==> src/design/ccregs_defines.vh <==
// register offsets, field positions and reset values of the control channel register bank
`ifndef CCREGS_DEFINES_VH
`define CCREGS_DEFINES_VH
`define CCR_ADDR_BCSC        8'h43
`define CCR_ADDR_EQMO        8'h44
`define CCR_ADDR_EQFS        8'h45
`define CCR_ADDR_OAC         8'h49
`define CCR_ADDR_OSC         8'h4B
`define CCR_ADDR_EQRB        8'h3B
`define CCR_RST_BCSC         8'h00
`define CCR_RST_EQMO         8'h60
`define CCR_RST_EQFS         8'h08
`define CCR_RST_OSC          8'h08
`define CCR_RST_OAC          8'h00
`define CCR_BCSC_POL_BIT     3
`define CCR_BCSC_DRV_BIT     4
`define CCR_EQMO_BYP_BIT     0
`define CCR_OAC_MAP_BIT      5
`define CCR_OAC_OVR_BIT      6
`define CCR_BCSC_WMASK       8'h1F
`define CCR_EQMO_WMASK       8'hEF
`define CCR_OAC_WMASK        8'h63
`define CCR_MODE_NORMAL      3'h0
`define CCR_MODE_GPIO1       3'h1
`define CCR_MODE_GPIO2       3'h2
`define CCR_MODE_GPIO4       3'h3
`define CCR_MODE_FWD_SPI     3'h6
`define CCR_MODE_REV_SPI     3'h7
`endif

==> src/design/ccregs_bank.v <==
// control channel, equalizer and output configuration register bank
`timescale 1ns/1ps
`include "ccregs_defines.vh"
// =====================================================================
module ccregs_bank (
   clk,
   sys_rst,
   reg_addr,
   reg_wdata,
   reg_wr,
   reg_rd,
   reg_rdata,
   second_port_select,
   floor_enable,
   strap_mode_pin_zero,
   strap_mapsel,
   adaptive_eq_setting0,
   adaptive_eq_setting1,
   spi_cs_n,
   fast_ctrl_channel_mode,
   mode_gpio_count,
   mode_fwd_spi,
   mode_rev_spi,
   clock_edge_polarity,
   spi_launch_rising,
   spi_out_oe,
   eq_setting0,
   eq_setting1,
   eq_adaptive_en0,
   eq_adaptive_en1,
   eq_floor_en,
   equalizer_floor0,
   equalizer_floor1,
   lvds_output_arrangement,
   mapping_mode,
   swing_setting
);
   input  wire        clk;
   input  wire        sys_rst;
   input  wire [7:0]  reg_addr;
   input  wire [7:0]  reg_wdata;
   input  wire        reg_wr;
   input  wire        reg_rd;
   output reg  [7:0]  reg_rdata;
   input  wire        second_port_select;
   input  wire        floor_enable;
   input  wire [2:0]  strap_mode_pin_zero;
   input  wire        strap_mapsel;
   input  wire [5:0]  adaptive_eq_setting0;
   input  wire [5:0]  adaptive_eq_setting1;
   input  wire        spi_cs_n;
   output reg  [2:0]  fast_ctrl_channel_mode;
   output reg  [2:0]  mode_gpio_count;
   output reg         mode_fwd_spi;
   output reg         mode_rev_spi;
   output reg         clock_edge_polarity;
   output wire        spi_launch_rising;
   output wire        spi_out_oe;
   output wire [5:0]  eq_setting0;
   output wire [5:0]  eq_setting1;
   output wire        eq_adaptive_en0;
   output wire        eq_adaptive_en1;
   output wire        eq_floor_en;
   output wire [3:0]  equalizer_floor0;
   output wire [3:0]  equalizer_floor1;
   output reg  [1:0]  lvds_output_arrangement;
   output reg         mapping_mode;
   output wire [1:0]  swing_setting;

   // =====================================================================
   // storage
   reg  [7:0]  bcsc_q;
   reg  [7:0]  bcsc_d;
   reg  [7:0]  oac_q;
   reg  [7:0]  oac_d;
   reg  [7:0]  osc_q;
   reg  [7:0]  osc_d;
   reg         strap_pend_q;
   reg         strap_pend_d;
   reg         mapsel_strap_q;
   reg         mapsel_strap_d;
   reg  [7:0]  rdata_d;
   reg  [2:0]  gpio_count_d;
   wire        wr_bcsc;
   wire        wr_eqmo;
   wire        wr_eqfs;
   wire        wr_oac;
   wire        wr_osc;
   wire [2:0]  chan_mode;
   wire        rev_spi_sel;
   wire        drive_on_select;
   wire        map_override;
   wire        map_reg_val;
   wire        mapping_d;
   wire [15:0] eqmo_all;
   wire [15:0] eqfs_all;
   wire [11:0] adaptive_all;
   wire [11:0] eq_setting_all;
   wire [1:0]  bypass_all;
   wire [7:0]  eqmo_sel;
   wire [5:0]  manual_sel;
   wire [5:0]  adaptive_sel;
   wire [5:0]  eqrb;
   wire [7:0]  rb_bcsc;
   wire [7:0]  rb_eqmo;
   wire [7:0]  rb_eqfs;
   wire [7:0]  rb_oac;
   wire [7:0]  rb_osc;
   wire [7:0]  rb_eqrb;
   genvar      p;

   // =====================================================================
   // write decode
   assign wr_bcsc = reg_wr & (reg_addr == `CCR_ADDR_BCSC);
   assign wr_eqmo = reg_wr & (reg_addr == `CCR_ADDR_EQMO);
   assign wr_eqfs = reg_wr & (reg_addr == `CCR_ADDR_EQFS);
   assign wr_oac  = reg_wr & (reg_addr == `CCR_ADDR_OAC);
   assign wr_osc  = reg_wr & (reg_addr == `CCR_ADDR_OSC);

   // =====================================================================
   // strap capture
   always @* begin
      strap_pend_d   = 1'h0;
      mapsel_strap_d = mapsel_strap_q;
      if (strap_pend_q) begin
         // strap is caught on the first clock after release, not under reset
         mapsel_strap_d = strap_mapsel;
      end
   end

   always @(posedge clk) begin
      if (sys_rst) begin
         strap_pend_q   <= 1'h1;
         mapsel_strap_q <= 1'h0;
      end else begin
         strap_pend_q   <= strap_pend_d;
         mapsel_strap_q <= mapsel_strap_d;
      end
   end

   // =====================================================================
   // shared registers
   always @* begin
      bcsc_d = bcsc_q;
      oac_d  = oac_q;
      osc_d  = osc_q;
      if (strap_pend_q) begin
         oac_d[1:0] = strap_mode_pin_zero[1:0];
      end
      if (wr_bcsc) begin
         bcsc_d = reg_wdata & `CCR_BCSC_WMASK;
      end
      if (wr_oac) begin
         // a software write after release beats the strap load
         oac_d = reg_wdata & `CCR_OAC_WMASK;
      end
      if (wr_osc) begin
         osc_d = reg_wdata;
      end
   end

   always @(posedge clk) begin
      if (sys_rst) begin
         bcsc_q <= `CCR_RST_BCSC;
         oac_q  <= `CCR_RST_OAC;
         osc_q  <= `CCR_RST_OSC;
      end else begin
         bcsc_q <= bcsc_d;
         oac_q  <= oac_d;
         osc_q  <= osc_d;
      end
   end

   // =====================================================================
   // per-port equalizer controls
   assign adaptive_all = {adaptive_eq_setting1, adaptive_eq_setting0};

   generate
      for (p = 0; p < 2; p = p + 1) begin : g_port
         reg  [7:0] eqmo_q;
         reg  [7:0] eqmo_d;
         reg  [7:0] eqfs_q;
         reg  [7:0] eqfs_d;
         reg  [5:0] eq_set_q;
         reg  [5:0] eq_set_d;
         wire       port_hit;
         wire       mo_hit;
         wire       fs_hit;
         wire [5:0] manual_val;
         wire [5:0] adaptive_val;

         // port 1 is reached only through the select, port 0 otherwise
         assign port_hit     = (p == 1) ? second_port_select : ~second_port_select;
         assign mo_hit       = wr_eqmo & port_hit;
         assign fs_hit       = wr_eqfs & port_hit;
         assign manual_val   = {eqmo_q[3:1], eqmo_q[7:5]};
         assign adaptive_val = adaptive_all[p*6 +: 6];

         always @* begin
            eqmo_d = eqmo_q;
            eqfs_d = eqfs_q;
            if (mo_hit) begin
               eqmo_d = reg_wdata & `CCR_EQMO_WMASK;
            end
            if (fs_hit) begin
               eqfs_d = reg_wdata;
            end
         end

         // manual stages reach the equalizer one clock after the register changes
         always @* begin
            eq_set_d = eqmo_q[`CCR_EQMO_BYP_BIT] ? manual_val : adaptive_val;
         end

         always @(posedge clk) begin
            if (sys_rst) begin
               eqmo_q <= `CCR_RST_EQMO;
               eqfs_q <= `CCR_RST_EQFS;
            end else begin
               eqmo_q <= eqmo_d;
               eqfs_q <= eqfs_d;
            end
         end

         always @(posedge clk) begin
            if (sys_rst) begin
               eq_set_q <= 6'h00;
            end else begin
               eq_set_q <= eq_set_d;
            end
         end

         assign eqmo_all[p*8 +: 8]       = eqmo_q;
         assign eqfs_all[p*8 +: 8]       = eqfs_q;
         assign eq_setting_all[p*6 +: 6] = eq_set_q;
         assign bypass_all[p]            = eqmo_q[`CCR_EQMO_BYP_BIT];
      end
   endgenerate

   assign eq_setting0      = eq_setting_all[5:0];
   assign eq_setting1      = eq_setting_all[11:6];
   assign eq_adaptive_en0  = ~bypass_all[0];
   assign eq_adaptive_en1  = ~bypass_all[1];
   assign eq_floor_en      = floor_enable;
   assign equalizer_floor0 = eqfs_all[3:0];
   assign equalizer_floor1 = eqfs_all[11:8];

   // =====================================================================
   // readback
   assign eqmo_sel     = second_port_select ? eqmo_all[15:8] : eqmo_all[7:0];
   assign manual_sel   = {eqmo_sel[3:1], eqmo_sel[7:5]};
   assign adaptive_sel = second_port_select ? adaptive_eq_setting1 : adaptive_eq_setting0;
   // manual stages reflected only while bypassed
   assign eqrb         = eqmo_sel[`CCR_EQMO_BYP_BIT] ? manual_sel : adaptive_sel;
   // reserved bits are forced to zero here, whatever the storage holds
   assign rb_bcsc      = bcsc_q & `CCR_BCSC_WMASK;
   assign rb_eqmo      = eqmo_sel & `CCR_EQMO_WMASK;
   assign rb_eqfs      = eqfs_all[7:0];
   assign rb_oac       = {mapsel_strap_q, 7'h00} | (oac_q & `CCR_OAC_WMASK);
   assign rb_osc       = osc_q;
   assign rb_eqrb      = {2'h0, eqrb};

   always @* begin
      case (reg_addr)
         `CCR_ADDR_BCSC: rdata_d = rb_bcsc;
         `CCR_ADDR_EQMO: rdata_d = rb_eqmo;
         `CCR_ADDR_EQFS: rdata_d = rb_eqfs;
         `CCR_ADDR_OAC:  rdata_d = rb_oac;
         `CCR_ADDR_OSC:  rdata_d = rb_osc;
         `CCR_ADDR_EQRB: rdata_d = rb_eqrb;
         default:        rdata_d = 8'h00;
      endcase
   end

   always @(posedge clk) begin
      if (sys_rst) begin
         reg_rdata <= 8'h00;
      end else if (reg_rd) begin
         reg_rdata <= rdata_d;
      end else begin
         reg_rdata <= 8'h00;
      end
   end

   // =====================================================================
   // decoded controls
   assign chan_mode       = bcsc_q[2:0];
   assign rev_spi_sel     = (chan_mode == `CCR_MODE_REV_SPI);
   assign drive_on_select = bcsc_q[`CCR_BCSC_DRV_BIT];
   assign map_override    = oac_q[`CCR_OAC_OVR_BIT];
   assign map_reg_val     = oac_q[`CCR_OAC_MAP_BIT];
   assign mapping_d       = map_override ? map_reg_val : mapsel_strap_q;

   // reserved codes fall to none of the modes
   always @* begin
      case (chan_mode)
         `CCR_MODE_GPIO1: gpio_count_d = 3'h1;
         `CCR_MODE_GPIO2: gpio_count_d = 3'h2;
         `CCR_MODE_GPIO4: gpio_count_d = 3'h4;
         default:         gpio_count_d = 3'h0;
      endcase
   end

   always @(posedge clk) begin
      if (sys_rst) begin
         fast_ctrl_channel_mode <= `CCR_MODE_NORMAL;
         mode_gpio_count        <= 3'h0;
         mode_fwd_spi           <= 1'h0;
         mode_rev_spi           <= 1'h0;
         clock_edge_polarity    <= 1'h0;
      end else begin
         fast_ctrl_channel_mode <= chan_mode;
         mode_gpio_count        <= gpio_count_d;
         mode_fwd_spi           <= (chan_mode == `CCR_MODE_FWD_SPI);
         mode_rev_spi           <= rev_spi_sel;
         clock_edge_polarity    <= bcsc_q[`CCR_BCSC_POL_BIT];
      end
   end

   always @(posedge clk) begin
      if (sys_rst) begin
         lvds_output_arrangement <= 2'h0;
         mapping_mode            <= 1'h0;
      end else begin
         lvds_output_arrangement <= oac_q[1:0];
         mapping_mode            <= mapping_d;
      end
   end

   assign swing_setting     = osc_q[1:0];
   assign spi_launch_rising = bcsc_q[`CCR_BCSC_POL_BIT];
   // tri-state only helps on a shared bus, so it is opt-in
   assign spi_out_oe        = rev_spi_sel & (~drive_on_select | ~spi_cs_n);

endmodule

==> config.mk <==
export PLATFORM = sky130hd
export DESIGN_NAME = ccregs_bank
export DESIGN_NICKNAME = d
export VERILOG_FILES = /design/src/design/ccregs_bank.v
export VERILOG_INCLUDE_DIRS = /design/src /design/src/design
export SDC_FILE = /design/constraint.sdc
export NUM_CORES = 1
export LEC_CHECK = 0
export ABC_AREA = 1
export BUFFER_PORTS_ARGS = -buffer_cell sky130_fd_sc_hd__buf_2
export CORE_AREA = 5 5 94 96
export DETAILED_ROUTE_END_ITERATION = 10
export DIE_AREA = 0 0 99 101
export PLACE_DENSITY = 0.68
export SYNTH_ARGS = -nofsm -noshare
export SYNTH_HDL_FRONTEND = slang
export SYNTH_SLANG_ARGS = --single-unit
==> constraint.sdc <==
create_clock -name clk -period 1.5 [get_ports clk]
set_clock_uncertainty 0.1 [all_clocks]
set_input_delay 0.3 -clock clk [delete_from_list [all_inputs] [get_ports clk]]
set_output_delay 0.3 -clock clk [all_outputs]
set_load 0.1 [all_outputs]
==> results.txt <==
Design Power - 0.00415 W
First-pass GRT wire length - 15.0 mm
CP max stage delay - 0.34 ns
Cells after synthesis - 487
Top post-synthesis cells by area - dfxtp_1, nand2_1, nor2_1, o21ai_0, nand3_1
Flop and latch count out of synthesis - 77
Initial core utilization - 43.1%
Crit-path cells - inv_2 > a211oi_4 > buf_12
Period minus WS final - 1.58 ns
Flop2flop setup slack - 0.17 ns
R2R cell count - 6
DRC - 0
Vias per cell - 4.85
IO buf count - 82
Largest net degree at the start of global routing - 38
Grt ovf - 0
Asr flop ratio synth - 0%
Avg Cell Area, Syn - 7.05 um2
HP Start - strap_mapsel
Reg power frac - 50.2%
Period utilisation layout - 106%
GRT Total Usage - 18.9%
# nets final - 635
Syn. warnings - 0
Worst-Margin Slew - 0.486 ns
Num rows - 33
Sequential share of the synthesized area - 44.9%
Pwr Density - 881 nW/um2
Slew headroom - 67.8%
Io pins - 86
Hold endpoint - mapsel_strap_q
Drt wl/cell - 13.1 um
Post-synth top area share - 44.9%
DIE HEIGHT - 101 um
Initial DRT Pass Iterations - 6
Die Span X - 99 um
Failing checks - setup timing
CTS Buffer Depth - 2
RSZ-0062 raised after global routing - yes
Layout Cells excl Fill - 706
Most frequent cells in the layout - nand2_1, nor2_1, dfxtp_1, inv_1, buf_4
Num CTS Buffers - 9
Met3 Use GR - 5.05%
DR vias - 3,421
Max-cap violations - 0
Sw frac - 26.9%
Setup crit start kind - flip-flop
Initial antenna violation count - 0
Die ar. - 10000 um2
Clock-pin slew on the worst setup and hold paths - 0.08 ns
Crit path capture type - output pin
Pint - 0.00303 W
Status - complete, but fails checks
Critical Path RT - 1.10 ns
Achievable frequency - 0.631 GHz
CP max FO - 2
Fill cells - 735
CP arrival - 1.18 ns
Final max-slew violation count - 0
GR Util met1 - 25.4%
Register Area - 1550 um2
RR Startpoint - g_port[0].eqmo_q[0]
Setup_tns - -0.0848 ns
CP Class - reg2out
GP Congestion - 0.873
Clock latency on the worst-skew pair - 0.35 ns
Mapped cell area - 3430 um2
Cell variety after synth - 27
HPWL after detailed placement - 7.09 mm
Syn nets - 526
Area grow syn2layout - 37.2%
Hold Buf Count CTS - 0
Root Driver - clkbuf_8
# diodes - 0
Fraction of layout cells with a size suffix above 1 - 27.8%
Post-Route WL - 9.27 mm
Final setup viols - 1
H-tree levels - 3
Critical path buffers and inverters - 2
CTS tree - built
Footprint of the multi-input gates - 1550 um2
Delay-heaviest family, CP - flip-flops
Met2 GRT Util - 29.1%
Hold path cells - 3
Initial DRC count - 190
Final Hold Vio Count - 0
Ys flop type - dfxtp_1
Clk pwr share - 37.8%
Global route hottest layer - met2
Worst r2r dst - reg_rdata[5]
Placed Cells incl. Taps - 686
Core area - 7970 um2
Final WS setup - -0.0848 ns
Static Leakage - 2.23 nW
Most common cell after layout, fill and taps aside - nand2_1
Worst path slowest cell - dfxtp_2
CTS sink count - 77
Worst Hold Class - in2reg
Combinational group share of total power - 12.1%
Antenna Nets Post-Route - 0
Synth area leader - dfxtp_1
Switching power - 0.00112 W
EDFF count, synth - 0
Vias in the first global route - 3,142
Peak supply drop - 0.528 mV
routing by layer:
| metal | wire [um] | vias to the layer above | share of wire [%] |
|---|---|---|---|
| li1 | - | 1748 | - |
| met1 | 4150 | 1535 | 45 |
| met2 | 4280 | 126 | 46 |
| met3 | 687 | 12 | 7.4 |
| met4 | 150 | 0 | 1.6 |
| met5 | 0 | - | 0 |
kinds of logic after synthesis:
group                  after synthesis  share of synthesized area [%]
AND/OR/NAND/NOR                    261                           33.6
flip-flops                          77                           44.9
buffers and inverters               76                           10.6
AO/OA/AOI/OAI                       73                           10.9
worst max path at each step:
stage,start,to,cells past startpoint
after detailed placement,reg_addr[7],oac_q[1],8
after floorplan,bcsc_q[2],spi_out_oe,2
after CTS,bcsc_q[0],spi_out_oe,3
after global placement,reg_addr[7],oac_q[0],8
after global routing,bcsc_q[0],spi_out_oe,3
final,bcsc_q[0],spi_out_oe,3
synthesized netlist by cell type (3+ instances only):
cell type and count:
o21ai_1 3, buf_6 4, nand2_1 117, buf_2 5
dfxtp_1 77, a21oi_1 26, nor2_4 4, clkbuf_1 5
nand3_1 37, nor2_1 85, inv_1 48, nand2_2 3
o21ai_0 40, o211ai_1 3, nor3_1 4, buf_4 11
sequential cells by signal, summed over array words and instances, names as in the netlist:
| register | flops |
|---|---|
| mode_gpio_count | 3 |
| eq_setting1 | 6 |
| clock_edge_polarity | 1 |
| reg_rdata | 8 |
| mode_fwd_spi | 1 |
| osc_q | 8 |
| oac_q | 4 |
| g_port.eqmo_q | 14 |
| eq_setting0 | 6 |
| fast_ctrl_channel_mode | 3 |
| mapsel_strap_q | 1 |
| lvds_output_arrangement | 2 |
| g_port.eqfs_q | 12 |
| strap_pend_q | 1 |
| bcsc_q | 5 |
| mode_rev_spi | 1 |
| mapping_mode | 1 |
what timing repair did:
action,4_1_cts,5_1_grt
gates resized for setup,13,21
pin swaps,1,0
setup endpoints to repair,9,22
buffers inserted,4,0
hold endpoints to repair,0,0
metrics by stage:
stage	hold slack, ns	setup slack, ns	cell area, um2	util [%]
finish	0.0899	-0.0848	4710	59.1
global route	0.106	-0.139	4710	59.1
CTS	0.0786	-0.0981	4660	58.5
detailed placement	0.347	-0.230	4400	55.2
global placement	0.342	-0.156	4400	55.2
floorplan	0.228	-0.203	3460	-
layout make-up:
class | count | share of cell area, %
sequential | 77 | 32.9
tap | 105 | 2.79
clock buffer | 11 | 3.00
timing repair buffer | 124 | 23.0
clock inverter | 5 | 1.27
inverter | 50 | 4.09
multi-input combinational | 334 | 33.0
power groups by stage:
stage               Combinational (W)  Clock [W]  Sequential [W]
floorplan                    0.000177          0         0.00228
global placement             0.000486          0         0.00213
detailed placement           0.000492          0         0.00213
CTS                          0.000496    0.00162         0.00208
global route                 0.000538    0.00168         0.00208
finish                       0.000502    0.00157         0.00208
worst min-delay path: cells and delay by family:
kind / cells / cell delay (ns)
buffers and inverters: 1 / 0.08
AND/OR/NAND/NOR: 2 / 0.11
No activity file was read; power rests on OpenSTA's default activity.
